$ cat src/logic/ret_rot_pkg.sv
// Constants for the return and rotate execution slice.
// Assumes the core decoder presents one decoded operation per instruction cycle.
package ret_rot_pkg;
  localparam logic [7:0] W_RESET     = 8'h00;
  localparam logic [4:0] FLAGS_RESET = 5'h00;
  localparam logic [3:0] BANK_RESET  = 4'h0;
  localparam logic [7:0] LATCH_RESET = 8'h00;
  localparam logic [3:0] ACCESS_BANK = 4'h0;
  // Flag bit positions
  localparam int FLAG_C = 0;
  localparam int FLAG_Z = 2;
  localparam int FLAG_N = 4;
  // Cycles taken by the return operations
  localparam int RET_CYCLES = 2;
  typedef enum logic [2:0] {
    OP_NONE, OP_RETFI, OP_RETSUB, OP_RETLIT, OP_RLC, OP_RLNC, OP_RRC, OP_SWRESET
  } op_t;
endpackage

$ cat src/logic/return_and_rotate_exec.sv
// Execution slice for return, return-with-literal, rotate and software reset.
// Assumes the decoder holds op_in steady for one cycle when op_valid_in is high,
// and that the return stack and file memory sit outside this block.
`timescale 1ns/10ps
`default_nettype none
module return_and_rotate_exec
(
  // Clock and reset
  input  wire logic              clk_in,
  input  wire logic              rst_in,
  // Decoded operation
  input  wire logic              op_valid_in,
  input  wire ret_rot_pkg::op_t  op_in,
  input  wire logic              shadow_sel_in,
  input  wire logic              dest_in,
  input  wire logic              access_in,
  input  wire logic [7:0]        literal_in,
  input  wire logic              high_priority_in,
  // File register and stack
  input  wire logic [7:0]        file_data_in,
  input  wire logic [20:0]       stack_top_in,
  // Shadows
  input  wire logic [7:0]        working_shadow_in,
  input  wire logic [4:0]        flags_shadow_in,
  input  wire logic [3:0]        bank_select_shadow_in,
  // Latch writes from other instructions
  input  wire logic              latch_we_in,
  input  wire logic [7:0]        latch_upper_in,
  input  wire logic [7:0]        latch_high_in,
  // Architectural state
  output logic [7:0]             working_out,
  output logic [4:0]             flags_out,
  output logic [3:0]             bank_select_reg_out,
  output logic [7:0]             pc_latch_upper_out,
  output logic [7:0]             pc_latch_high_out,
  output logic                   global_int_enable_high_out,
  output logic                   peripheral_int_enable_low_out,
  // Stack and pc
  output logic                   stack_pop_out,
  output logic                   pc_load_out,
  output logic [20:0]            pc_value_out,
  // File write, bank, busy and master clear
  output logic                   file_we_out,
  output logic [7:0]             file_wdata_out,
  output logic [3:0]             file_bank_out,
  output logic                   busy_out,
  output logic                   master_clear_out
);
  logic [7:0] rot_res;
  logic       rot_c;
  logic       is_rot;
  logic       is_ret;
  logic       start;
  logic [1:0] cyc_ff;

  // Second cycle of a return is idle; new ops are ignored then
  assign start  = op_valid_in && (cyc_ff == 2'h0);
  assign is_rot = (op_in == ret_rot_pkg::OP_RLC) || (op_in == ret_rot_pkg::OP_RLNC) ||
                  (op_in == ret_rot_pkg::OP_RRC);
  assign is_ret = (op_in == ret_rot_pkg::OP_RETFI) || (op_in == ret_rot_pkg::OP_RETSUB) ||
                  (op_in == ret_rot_pkg::OP_RETLIT);

  always_comb
  begin
    rot_res = file_data_in;
    rot_c   = flags_out[ret_rot_pkg::FLAG_C];
    unique case (op_in)
      ret_rot_pkg::OP_RLC:
      begin
        rot_res = {file_data_in[6:0], flags_out[ret_rot_pkg::FLAG_C]};
        rot_c   = file_data_in[7];
      end
      ret_rot_pkg::OP_RLNC:
      begin
        rot_res = {file_data_in[6:0], file_data_in[7]};
      end
      ret_rot_pkg::OP_RRC:
      begin
        rot_res = {flags_out[ret_rot_pkg::FLAG_C], file_data_in[7:1]};
        rot_c   = file_data_in[0];
      end
      default:
      begin
        rot_res = file_data_in;
      end
    endcase
  end

  // Cycle counter for the two-cycle returns
  always_ff @(posedge clk_in or posedge rst_in)
  begin
    if (rst_in)
      cyc_ff <= 2'h0;
    else if (start && is_ret)
      cyc_ff <= 2'(ret_rot_pkg::RET_CYCLES - 1);
    else if (cyc_ff != 2'h0)
      cyc_ff <= cyc_ff - 2'h1;
  end

  always_ff @(posedge clk_in or posedge rst_in)
  begin
    if (rst_in)
      busy_out <= 1'b0;
    else
      busy_out <= start && is_ret;
  end

  // Working register
  always_ff @(posedge clk_in or posedge rst_in)
  begin
    if (rst_in)
      working_out <= ret_rot_pkg::W_RESET;
    else if (start && op_in == ret_rot_pkg::OP_SWRESET)
      working_out <= ret_rot_pkg::W_RESET;
    else if (start && op_in == ret_rot_pkg::OP_RETLIT)
      working_out <= literal_in;
    else if (start && (op_in == ret_rot_pkg::OP_RETFI || op_in == ret_rot_pkg::OP_RETSUB)
             && shadow_sel_in)
      working_out <= working_shadow_in;
    else if (start && is_rot && !dest_in)
      working_out <= rot_res;
  end

  // Flags
  always_ff @(posedge clk_in or posedge rst_in)
  begin
    if (rst_in)
      flags_out <= ret_rot_pkg::FLAGS_RESET;
    else if (start && op_in == ret_rot_pkg::OP_SWRESET)
      flags_out <= ret_rot_pkg::FLAGS_RESET;
    else if (start && (op_in == ret_rot_pkg::OP_RETFI || op_in == ret_rot_pkg::OP_RETSUB)
             && shadow_sel_in)
      flags_out <= flags_shadow_in;
    else if (start && is_rot)
    begin
      flags_out[ret_rot_pkg::FLAG_N] <= rot_res[7];
      flags_out[ret_rot_pkg::FLAG_Z] <= (rot_res == 8'h00);
      if (op_in != ret_rot_pkg::OP_RLNC)
        flags_out[ret_rot_pkg::FLAG_C] <= rot_c;
    end
  end

  // Bank select
  always_ff @(posedge clk_in or posedge rst_in)
  begin
    if (rst_in)
      bank_select_reg_out <= ret_rot_pkg::BANK_RESET;
    else if (start && op_in == ret_rot_pkg::OP_SWRESET)
      bank_select_reg_out <= ret_rot_pkg::BANK_RESET;
    else if (start && (op_in == ret_rot_pkg::OP_RETFI || op_in == ret_rot_pkg::OP_RETSUB)
             && shadow_sel_in)
      bank_select_reg_out <= bank_select_shadow_in;
  end

  // Pc latches: returns never touch them
  always_ff @(posedge clk_in or posedge rst_in)
  begin
    if (rst_in)
    begin
      pc_latch_upper_out <= ret_rot_pkg::LATCH_RESET;
      pc_latch_high_out  <= ret_rot_pkg::LATCH_RESET;
    end
    else if (start && op_in == ret_rot_pkg::OP_SWRESET)
    begin
      pc_latch_upper_out <= ret_rot_pkg::LATCH_RESET;
      pc_latch_high_out  <= ret_rot_pkg::LATCH_RESET;
    end
    else if (latch_we_in && !(start && is_ret))
    begin
      pc_latch_upper_out <= latch_upper_in;
      pc_latch_high_out  <= latch_high_in;
    end
  end

  // Interrupt enables
  always_ff @(posedge clk_in or posedge rst_in)
  begin
    if (rst_in)
    begin
      global_int_enable_high_out    <= 1'b0;
      peripheral_int_enable_low_out <= 1'b0;
    end
    else if (start && op_in == ret_rot_pkg::OP_SWRESET)
    begin
      global_int_enable_high_out    <= 1'b0;
      peripheral_int_enable_low_out <= 1'b0;
    end
    else if (start && op_in == ret_rot_pkg::OP_RETFI)
    begin
      if (high_priority_in)
        global_int_enable_high_out <= 1'b1;
      else
        peripheral_int_enable_low_out <= 1'b1;
    end
  end

  // Stack pop and pc load
  always_ff @(posedge clk_in or posedge rst_in)
  begin
    if (rst_in)
    begin
      stack_pop_out <= 1'b0;
      pc_load_out   <= 1'b0;
      pc_value_out  <= 21'h000000;
    end
    else
    begin
      stack_pop_out <= start && is_ret;
      pc_load_out   <= start && (is_ret || op_in == ret_rot_pkg::OP_SWRESET);
      if (start && is_ret)
        pc_value_out <= stack_top_in;
      else if (start && op_in == ret_rot_pkg::OP_SWRESET)
        pc_value_out <= 21'h000000;
    end
  end

  // File write-back, bank choice and reset request
  always_ff @(posedge clk_in or posedge rst_in)
  begin
    if (rst_in)
    begin
      file_we_out      <= 1'b0;
      file_wdata_out   <= 8'h00;
      file_bank_out    <= ret_rot_pkg::ACCESS_BANK;
      master_clear_out <= 1'b0;
    end
    else
    begin
      file_we_out      <= start && is_rot && dest_in;
      file_wdata_out   <= rot_res;
      file_bank_out    <= access_in ? bank_select_reg_out : ret_rot_pkg::ACCESS_BANK;
      master_clear_out <= start && (op_in == ret_rot_pkg::OP_SWRESET);
    end
  end
endmodule
`default_nettype wire

$ cat config.mk
export PLATFORM = sky130hd
export DESIGN_NAME = return_and_rotate_exec
export DESIGN_NICKNAME = d
export VERILOG_FILES = /design/src/logic/ret_rot_pkg.sv /design/src/logic/return_and_rotate_exec.sv
export SDC_FILE = /design/constraint.sdc
export NUM_CORES = 1
export LEC_CHECK = 0
export BUFFER_PORTS_ARGS = -buffer_cell sky130_fd_sc_hd__buf_2
export CAP_MARGIN = 20
export CORE_MARGIN = 2
export CORE_UTILIZATION = 30
export CTS_CLUSTER_SIZE = 40
export DETAILED_ROUTE_END_ITERATION = 10
export REMOVE_ABC_BUFFERS = 1
export SLEW_MARGIN = 10
export SYNTH_ARGS = -nofsm -noshare
export SYNTH_HDL_FRONTEND = slang
export SYNTH_SLANG_ARGS = --single-unit
$ cat constraint.sdc
create_clock -name clk_in -period 2.3 [get_ports clk_in]
set_input_delay 0.23 -clock clk_in [delete_from_list [all_inputs] [get_ports clk_in]]
set_output_delay 0.23 -clock clk_in [all_outputs]
set_load 0.02 [all_outputs]
==> results.cfg, run 1 <==
[global_routing]
antenna_found_initial = 0
grt_first_pass_wirelength_um = 13700
first_global_vias = 2705
overflow = 0
grt_start_max_net_pins = 75
track_usage_pct = 15.5

[power]
powerDensity_mw_per_mm2 = 1120
switching_share_pct = 36.6
p_leak_uw = 0.00226
sequentialPowerShare_pct = 40.4
ir_drop_v = 0.000425
intPower_uw = 3090
power_frac_comb_pct = 36.8
p_sw_uw = 1780
power_frac_clock_pct = 22.7
totalPowerFinal_uw = 4870

[sta]
worst_clock_skew_ns = 0.00986
finalWorstPathRequiredPeriod_ns = 2.04
fin_tns_setup_ns = 0
timing.final.max_slew_violations = 0
worst_pin_slew_ns = 0.564
hold-worst-slack_ns = 0.104
fmax_mhz = 491
final_cycle_utilization_of_the_critical_path_pct = 88.6
setup_viol = 0
rsz0062_at_grt = no
setup_slack_ns = 0.262
maxSlewHeadroom_pct = 62.2
timing.final.hold_violations = 0

[cells_and_area]
final_common_cell = sky130_fd_sc_hd__buf_2
area_delta_synth_final_pct = 36.2
antenna_cells_inserted = 0
commonest_cells_after_routing_fill_and_taps_aside = 153 x sky130_fd_sc_hd__buf_2, 74 x sky130_fd_sc_hd__dfrtp_1, 44 x sky130_fd_sc_hd__a22o_1
nets = 515
finish.instance_area_mm2 = 0.00433
post_route_cells_drive_above_1_share_pct = 43.2
nFillCells = 1012

[placement]
buffer_ports.inserted = 153
place.gp.congestion = 0.772
instance_area_at_placement_mm2 = 0.00410
place.detailed.hpwl_um = 6350
pre_cts_slack_ns = 0.157

[yosys]
synth-xor-area-share_pct = 0.551
synth.ff_latch_count = 74
synth_top_family_by_area = compound AO/OA/AOI/OAI gates
post_synth_mux_area_share_pct = 0
synth_async_sr_flop_share_pct = 100
synth_edf_count = 0
post_synth_num_cell_types = 41
ys_warn_count = 0
compound_cell_area_share_of_the_yosys_netlist_pct = 23.3
synthCells = 277
part_of_the_yosys_area_used_for_sequential_elements_pct = 58.2
post_synthesis_instance_area_mm2 = 0.00318
syn_area_per_cell_um2 = 11.5
synthDominantCellAreaShare_pct = 58.2
ys_top_cells_by_area = sky130_fd_sc_hd__dfrtp_1 58%, sky130_fd_sc_hd__a22o_1 12%, sky130_fd_sc_hd__o221ai_1 1.9%, sky130_fd_sc_hd__a32o_1 1.9%, sky130_fd_sc_hd__o21ai_1 1.9%
synth_fa_ha_area_share_pct = 0.708
synth-simple-area-share_pct = 11.7
synth_ff_type = sky130_fd_sc_hd__dfrtp_1
synthDominantAreaCellType = sky130_fd_sc_hd__dfrtp_1

[worst_hold_path]
hold_end = pc_value_out[12]$_DFFE_PP0P_
min_from = stack_top_in[12]
timing.hold.worst_path_depth = 2
min_path_type = input port to flop

[floorplanning]
initial_utilization_pct = 30.8
fp.dieW_um = 107
floorplan.die.height_um = 107
io_pins = 154
design.core.area_mm2 = 0.0103
floorplan.die_area_mm2 = 0.0114
fp-row-count = 37

[clock_network]
clock_tree.htree_level_count = 3
cts-root-to-sink-buffers = 2
clock_insertion_delay_worst_skew_ns = 0.35
cts_root_buffer = sky130_fd_sc_hd__clkbuf_8
cts.reportedPaths.clkPinSlew_ns = 0.08
cts_tree = done
clock_sink_count = 74
cts-buffers-inserted = 9

[detailed_routing]
antenna_left = 0
dr.first_iter.drc_count = 174
routed_wire_length_per_instance_um = 15.2
wl_um = 8720
drt_drc_violations_left = 0
route.detailed.vias_per_inst = 4.83
drt_pass1_iterations = 4
total_via_count_in_the_routed_design = 2768

[setup_path]
timing.rr.start = cyc_ff[0]$_DFFE_PP0P_
r2r_slack_ns = 0.26
worst-endpoint-arrival_ns = 2.28
crit_path_start_kind = flop
worst_setup_path_end_kind = flop
timing_worst_setup_path_type = flop to flop
path_max_fanout = 19
critical_path_required_ns = 2.54
critical_path.reg2reg.endpoint = working_out[6]$_DFFE_PP0P_
reg2reg_path_depth = 7

[run_status]
status = completed

[run]
drv.max_cap_violation_count = 0
[per-stage QoR]
step                std cells  utilization, %
floorplan                 258               -
global placement          557            39.7
detailed placement        557            39.7
CTS                       573            41.9
global route              573            42.0
finish                    573            42.0
[cells in the mapped netlist, types with 7 or more instances]
cell and count:
sky130_fd_sc_hd__inv_1 16, sky130_fd_sc_hd__buf_4 7, sky130_fd_sc_hd__nor2b_1 7, sky130_fd_sc_hd__o21ai_1 12, sky130_fd_sc_hd__nand2b_1 7, sky130_fd_sc_hd__buf_2 7, sky130_fd_sc_hd__a22o_1 44, sky130_fd_sc_hd__a21oi_1 11
sky130_fd_sc_hd__nor2_1 11, sky130_fd_sc_hd__nand2_1 12, sky130_fd_sc_hd__dfrtp_1 74, sky130_fd_sc_hd__o221ai_1 7
[power groups by stage]
stage / clock network (uW) / logic, uW / registers, uW
finish: 1110 / 1790 / 1970
global route: 1210 / 1940 / 2020
CTS: 1140 / 1810 / 1970
detailed placement: 0 / 1810 / 1990
global placement: 0 / 1790 / 1980
floorplan: 0 / 603 / 2490
[cells by family (layout without fill, tap and decap cells)]
logic type | after synthesis | in the layout
AO/OA/AOI/OAI | 97 | 97
flip-flops | 74 | 74
AND/OR/NAND/NOR | 65 | 65
buffers and inverters | 37 | 197
adder cells (fa/ha/maj) | 2 | 2
XOR/XNOR | 2 | 2
[state kept, by name (all words and copies together), names as in the netlist]
register	count
pc_latch_upper_out	8
pc_load_out	1
peripheral_int_enable_low_out	1
stack_pop_out	1
cyc_ff	2
master_clear_out	1
global_int_enable_high_out	1
pc_value_out	21
bank_select_reg_out	4
flags_out	5
file_bank_out	4
pc_latch_high_out	8
file_wdata_out	8
file_we_out	1
working_out	8
[routing by layer]
metal | wire length (um) | track usage (%) | part of all wire (%) | vias to the layer above
met5 | 0 | 0 | 0 | -
met4 | 104 | 5.75 | 1.2 | 0
met3 | 600 | 4.07 | 6.9 | 10
met2 | 4020 | 24.2 | 46 | 98
met1 | 3990 | 20.9 | 46 | 1334
li1 | - | - | - | 1326
[worst max-delay path, cell delays in order, from the launching register on]
cell                       delay, ns
sky130_fd_sc_hd__dfrtp_1        0.39
sky130_fd_sc_hd__inv_1          0.06
sky130_fd_sc_hd__ha_1           0.27
sky130_fd_sc_hd__nand2_2        0.16
sky130_fd_sc_hd__nor4b_4        0.37
sky130_fd_sc_hd__buf_4          0.30
sky130_fd_sc_hd__o211ai_1       0.13
sky130_fd_sc_hd__a32o_1         0.26
[worst max path at each step]
stage | start | end | slack (ns) | cells past startpoint
6_report | cyc_ff[0]$_DFFE_PP0P_ | working_out[6]$_DFFE_PP0P_ | 0.26 | 7
5_1_grt | cyc_ff[0]$_DFFE_PP0P_ | working_out[6]$_DFFE_PP0P_ | 0.07 | 7
4_1_cts | cyc_ff[0]$_DFFE_PP0P_ | pc_latch_high_out[0]$_DFFE_PP0P_ | 0.14 | 7
3_5_place_dp | cyc_ff[0]$_DFFE_PP0P_ | pc_latch_high_out[6]$_DFFE_PP0P_ | 0.16 | 7
3_3_place_gp | cyc_ff[0]$_DFFE_PP0P_ | pc_latch_upper_out[0]$_DFFE_PP0P_ | 0.21 | 7
2_1_floorplan | cyc_ff[0]$_DFFE_PP0P_ | working_out[2]$_DFFE_PP0P_ | -0.01 | 7
[final cells by class]
class                           count  area (um2)  area share, %
Inverter                           18        68.8           1.59
Sequential cell                    74        1850           42.7
Timing Repair Buffer              164         863           19.9
Clock buffer                       10         138           3.18
Clock inverter                      5        78.8           1.82
Tap cell                          136         170           3.93
Multi-Input combinational cell    166        1160           26.8
[timing repair]
item | CTS | global route
endpoints found under the setup margin | 0 | 16
hold buffers | 1 | 0
setup buffers | 0 | 0
resized for setup | 0 | 1
hold endpoints to repair | 74 | 0
Power figures use the tool's default switching activity.
==> inputs of run 2 (changes only) <==
REMOVE_ABC_BUFFERS = default   (was 1)
==> run 2 against run 1 <==
  * Die area unchanged
  * Register-to-register slack better by 0.02 ns
  * Utilization is 0.76 points lower
==> results.cfg, run 2 (same netlist as run 1, synthesis figures left out) <==
[run_status]
status = completed

[floorplanning]
io_pins = 154
initial_utilization_pct = 30.8
floorplan.die_area_mm2 = 0.0114
design.core.area_mm2 = 0.0103
floorplan.die.height_um = 107
fp-row-count = 37
fp.dieW_um = 107

[setup_path]
worst_setup_path_end_kind = flop
crit_path_start_kind = flop
critical_path_required_ns = 2.58
timing.rr.start = cyc_ff[0]$_DFFE_PP0P_
reg2reg_path_depth = 7
r2r_slack_ns = 0.28
path_max_fanout = 16
worst-endpoint-arrival_ns = 2.30
timing_worst_setup_path_type = flop to flop
critical_path.reg2reg.endpoint = pc_latch_high_out[2]$_DFFE_PP0P_

[clock_network]
cts-buffers-inserted = 9
cts.reportedPaths.clkPinSlew_ns = 0.07
post-cts-setup-buffer-count = 0
cts_tree = done
cts-root-to-sink-buffers = 2
clock_tree.htree_level_count = 3
clock_sink_count = 74
cts_root_buffer = sky130_fd_sc_hd__clkbuf_8
clock_insertion_delay_worst_skew_ns = 0.35

[cells_and_area]
flip_flop_count_of_the_largest_register_all_copies_and_words_added = 21
commonest_cells_after_routing_fill_and_taps_aside = 153 x sky130_fd_sc_hd__buf_2, 74 x sky130_fd_sc_hd__dfrtp_1, 44 x sky130_fd_sc_hd__a22o_1
seq_area_mm2 = 0.00185
largest_register = pc_value_out
post_route_cells_drive_above_1_share_pct = 42.9
nets = 512
final_common_cell = sky130_fd_sc_hd__buf_2
area_occupied_by_multi_input_gates_mm2 = 0.00116
nFillCells = 1047
area_delta_synth_final_pct = 33.8

[sta]
hold-worst-slack_ns = 0.0984
fin_tns_setup_ns = 0
setup_slack_ns = 0.280
timing.final.hold_violations = 0
final_cycle_utilization_of_the_critical_path_pct = 87.8
finalWorstPathRequiredPeriod_ns = 2.02
rsz0062_at_grt = no
worst_clock_skew_ns = 0.00717
setup_viol = 0
timing.final.max_slew_violations = 0
worst_pin_slew_ns = 0.580
fmax_mhz = 495
maxSlewHeadroom_pct = 61.3

[power]
totalPowerFinal_uw = 4610
powerDensity_mw_per_mm2 = 1080
p_leak_uw = 0.00221
ir_drop_v = 0.000385

[global_routing]
antenna_found_initial = 1
grt_first_pass_wirelength_um = 13700
grt_start_max_net_pins = 75
track_usage_pct = 15.5
overflow = 0
first_global_vias = 2682

[yosys]
synth_fp_nets = 359

[detailed_routing]
antenna_left = 0
routed_wire_length_per_instance_um = 15.8
dr.first_iter.drc_count = 221
drt_pass1_iterations = 4
total_via_count_in_the_routed_design = 2790
route.detailed.vias_per_inst = 4.89
drt_drc_violations_left = 0
wl_um = 9030

[placement]
place.gp.congestion = 0.785
buffer_ports.inserted = 153
pre_cts_slack_ns = 0.115
place.detailed.hpwl_um = 6640

[worst_hold_path]
timing.hold.worst_path_depth = 2
hold_end = pc_value_out[2]$_DFFE_PP0P_
min_path_type = input port to flop
min_from = stack_top_in[2]

[run]
drv.max_cap_violation_count = 0
-- run 2: changes by cell type in the layout (fill, tap and decap cells not counted) --
cell	before	now
sky130_fd_sc_hd__inv_2	2	3
sky130_fd_sc_hd__clkinv_2	3	4
sky130_fd_sc_hd__clkbuf_8	10	9
sky130_fd_sc_hd__clkinv_4	1	0
sky130_fd_sc_hd__clkinvlp_4	0	2
sky130_fd_sc_hd__diode_2	0	1
sky130_fd_sc_hd__bufinv_16	2	0
sky130_fd_sc_hd__buf_4	9	6
-- run 2: worst max path at each step --
stage | startpoint | end | slack [ns] | cells after the start
finish | cyc_ff[0]$_DFFE_PP0P_ | pc_latch_high_out[2]$_DFFE_PP0P_ | 0.28 | 7
global route | cyc_ff[0]$_DFFE_PP0P_ | pc_latch_upper_out[3]$_DFFE_PP0P_ | 0.09 | 7
CTS | cyc_ff[0]$_DFFE_PP0P_ | pc_latch_high_out[2]$_DFFE_PP0P_ | 0.09 | 7
detailed placement | cyc_ff[0]$_DFFE_PP0P_ | pc_latch_high_out[2]$_DFFE_PP0P_ | 0.12 | 7
global placement | cyc_ff[0]$_DFFE_PP0P_ | pc_latch_upper_out[6]$_DFFE_PP0P_ | 0.23 | 7
floorplan | rst_in | bank_select_reg_out[0]$_DFFE_PP0P_ | 0.19 | 1
-- run 2: report_power, final --
group,internal (uW),total (uW),switching (uW)
clock,377,843,466
sequential,1730,1970,237
combinational,717,1790,1080
-- run 2: final cells by class --
type                    instances  area share (%)
multi-input cells             166            27.3
inverters                      18            1.59
well taps                     136            4.00
repair buffers                161            19.8
clock buffers                   9            2.91
flip-flops and latches         74            43.5
clock inverters                 6           0.824
diodes                          1          0.0588
-- run 2: per-layer routing --
| metal | GRT usage (%) | wire (um) | vias to the layer above |
|---|---|---|---|
| li1 | - | - | 1319 |
| met1 | 21.2 | 4200 | 1352 |
| met2 | 22.9 | 4040 | 100 |
| met5 | 0 | 0 | - |
| met4 | 7.88 | 212 | 0 |
| met3 | 3.83 | 578 | 19 |
-- run 2: metrics by stage --
step / area, um2 / std cells / util (%)
6_report: 4250 / 571 / 41.2
5_1_grt: 4250 / 570 / 41.2
4_1_cts: 4240 / 570 / 41.1
3_5_place_dp: 4080 / 554 / 39.5
3_3_place_gp: 4080 / 554 / 39.5
2_1_floorplan: 3180 / 277 / -
-- run 2: critical path: stages (launching register included) --
cell and delay (ns):
sky130_fd_sc_hd__dfrtp_1 0.39, sky130_fd_sc_hd__inv_1 0.06, sky130_fd_sc_hd__ha_1 0.27, sky130_fd_sc_hd__nand2_2 0.16
sky130_fd_sc_hd__nor2_2 0.19, sky130_fd_sc_hd__o21ai_1 0.20, sky130_fd_sc_hd__a21oi_4 0.45, sky130_fd_sc_hd__a22o_1 0.23
-- run 2: timing repair --
item	CTS	global route
gates resized for setup	0	1
hold buffers	1	0
setup endpoints to repair	0	16
hold endpoints to repair	74	0
==> inputs of run 3 (changes only) <==
MAX_ROUTING_LAYER = met4   (was default)
PLACE_DENSITY = 0.6   (was default)
SKIP_CTS_REPAIR_TIMING = 1   (was default)
==> run 3 against run 2 <==
  * Sequential power about the same
  * Design area unchanged
  * Clock power about the same
  * Sequential share of layout area unchanged
  * Critical path depth unchanged
  * Hold slack got worse by 0.0016 ns
  * Power about the same
  * Non-clock buffer count unchanged
  * Highest routed layer unchanged
  * Combinational power about the same
  * Count of clock-buffer cells in the layout unchanged
  * Flip-flop and latch count unchanged
  * Clock skew about the same
==> results.cfg, run 3 (same netlist as run 1, synthesis figures left out) <==
[detailed_routing]
total_via_count_in_the_routed_design = 2793
wl_um = 9020
wl_met3_um = 525
met1_length_um = 4250
routed-wl-met2_um = 4040
antenna_left = 0
routed_wire_length_per_instance_um = 15.8
drt_pass1_iterations = 7
drt_drc_violations_left = 0
dr.first_iter.drc_count = 202
route.top_layer_used = met4
route.detailed.vias_per_inst = 4.89

[setup_path]
crit_path_start_kind = flop
critical_path_required_ns = 2.58
worst_setup_path_end_kind = flop
path_max_fanout = 16
worst-endpoint-arrival_ns = 2.31
timing_worst_setup_path_type = flop to flop
r2r_slack_ns = 0.27

[clock_network]
cts-buffers-inserted = 9
cts-root-to-sink-buffers = 2
clock_sink_count = 74
clock_insertion_delay_worst_skew_ns = 0.35
cts.reportedPaths.clkPinSlew_ns = 0.08
cts_tree = done
cts_root_buffer = sky130_fd_sc_hd__clkbuf_8
clock_tree.htree_level_count = 3

[power]
ir_drop_v = 0.000384
totalPowerFinal_uw = 4610
powerDensity_mw_per_mm2 = 1080
p_leak_uw = 0.00221

[sta]
worst_clock_skew_ns = 0.00735
finalWorstPathRequiredPeriod_ns = 2.03
fmax_mhz = 493
hold-worst-slack_ns = 0.0968
fin_tns_setup_ns = 0
maxSlewHeadroom_pct = 62.0
worst_pin_slew_ns = 0.570
timing.final.hold_violations = 0
setup_viol = 0
rsz0062_at_grt = no
final_cycle_utilization_of_the_critical_path_pct = 88.1
timing.final.max_slew_violations = 0

[placement]
place.gp.congestion = 0.796
place.detailed.hpwl_um = 6640
buffer_ports.inserted = 153

[run_status]
status = completed

[global_routing]
grt_start_max_net_pins = 75
grt_first_pass_wirelength_um = 13700
track_usage_pct = 16.0
antenna_found_initial = 1
first_global_vias = 2691
overflow = 0

[floorplanning]
initial_utilization_pct = 30.8
fp-row-count = 37
design.core.area_mm2 = 0.0103
io_pins = 154
floorplan.die.height_um = 107
floorplan.die_area_mm2 = 0.0114
fp.dieW_um = 107

[cells_and_area]
area_delta_synth_final_pct = 33.8
largest_register = pc_value_out
flip_flop_count_of_the_largest_register_all_copies_and_words_added = 21
nets = 512
final_core_utilization_pct = 41.2
post_route_cells_drive_above_1_share_pct = 42.9
commonest_cells_after_routing_fill_and_taps_aside = 153 x sky130_fd_sc_hd__buf_2, 74 x sky130_fd_sc_hd__dfrtp_1, 44 x sky130_fd_sc_hd__a22o_1
final_common_cell = sky130_fd_sc_hd__buf_2
nFillCells = 1047

[yosys]
synth_fp_nets = 359

[run]
drv.max_cap_violation_count = 0

[worst_hold_path]
min_path_type = input port to flop
[run 3: worst max-delay path, cell delays in order, from the launching register on]
cell	delay (ns)
sky130_fd_sc_hd__dfrtp_1	0.39
sky130_fd_sc_hd__inv_1	0.06
sky130_fd_sc_hd__ha_1	0.27
sky130_fd_sc_hd__nand2_2	0.16
sky130_fd_sc_hd__nor2_2	0.19
sky130_fd_sc_hd__o21ai_1	0.20
sky130_fd_sc_hd__a21oi_4	0.45
sky130_fd_sc_hd__a22o_1	0.22
[run 3: layout make-up]
class | count | area (um2) | area share (%)
antenna | 1 | 2.50 | 0.0588
multi-input combinational | 166 | 1160 | 27.3
timing repair buffer | 161 | 841 | 19.8
inverter | 18 | 67.6 | 1.59
sequential | 74 | 1850 | 43.5
clock inverter | 6 | 35.0 | 0.824
tap | 136 | 170 | 4.00
clock buffer | 9 | 124 | 2.91
[run 3: per-layer routing]
layer	global-route usage [%]	vias up
li1	-	1317
met1	21.3	1353
met5	-	-
met3	3.47	19
met4	7.88	0
met2	23.0	104
[run 3: through the flow]
stage | worst slack, ns | cell area, um2 | instances
finish | 0.273 | 4250 | 571
global route | 0.0950 | 4250 | 571
CTS | 0.0876 | 4230 | 569
detailed placement | 0.115 | 4080 | 554
global placement | 0.230 | 4080 | 554
floorplan | 0.188 | 3180 | 277
[run 3: worst paths after layout]
check | start | endpoint | cells after the start
max | cyc_ff[0]$_DFFE_PP0P_ | pc_latch_upper_out[6]$_DFFE_PP0P_ | 7
min | stack_top_in[2] | pc_value_out[2]$_DFFE_PP0P_ | 2
max reg2reg | cyc_ff[0]$_DFFE_PP0P_ | pc_latch_upper_out[6]$_DFFE_PP0P_ | 7
min reg2reg | pc_value_out[6]$_DFFE_PP0P_ | pc_value_out[6]$_DFFE_PP0P_ | 1
max in group asynchronous | rst_in | file_wdata_out[6]$_DFF_PP0_ | 4
min in group asynchronous | rst_in | pc_value_out[4]$_DFFE_PP0P_ | 4
[run 3: power breakdown]
part | switching (uW) | internal, uW | leakage [uW]
Sequential | 238 | 1730 | 0.000935
Combinational | 1080 | 717 | 0.00120
Clock | 467 | 377 | 0.0000806
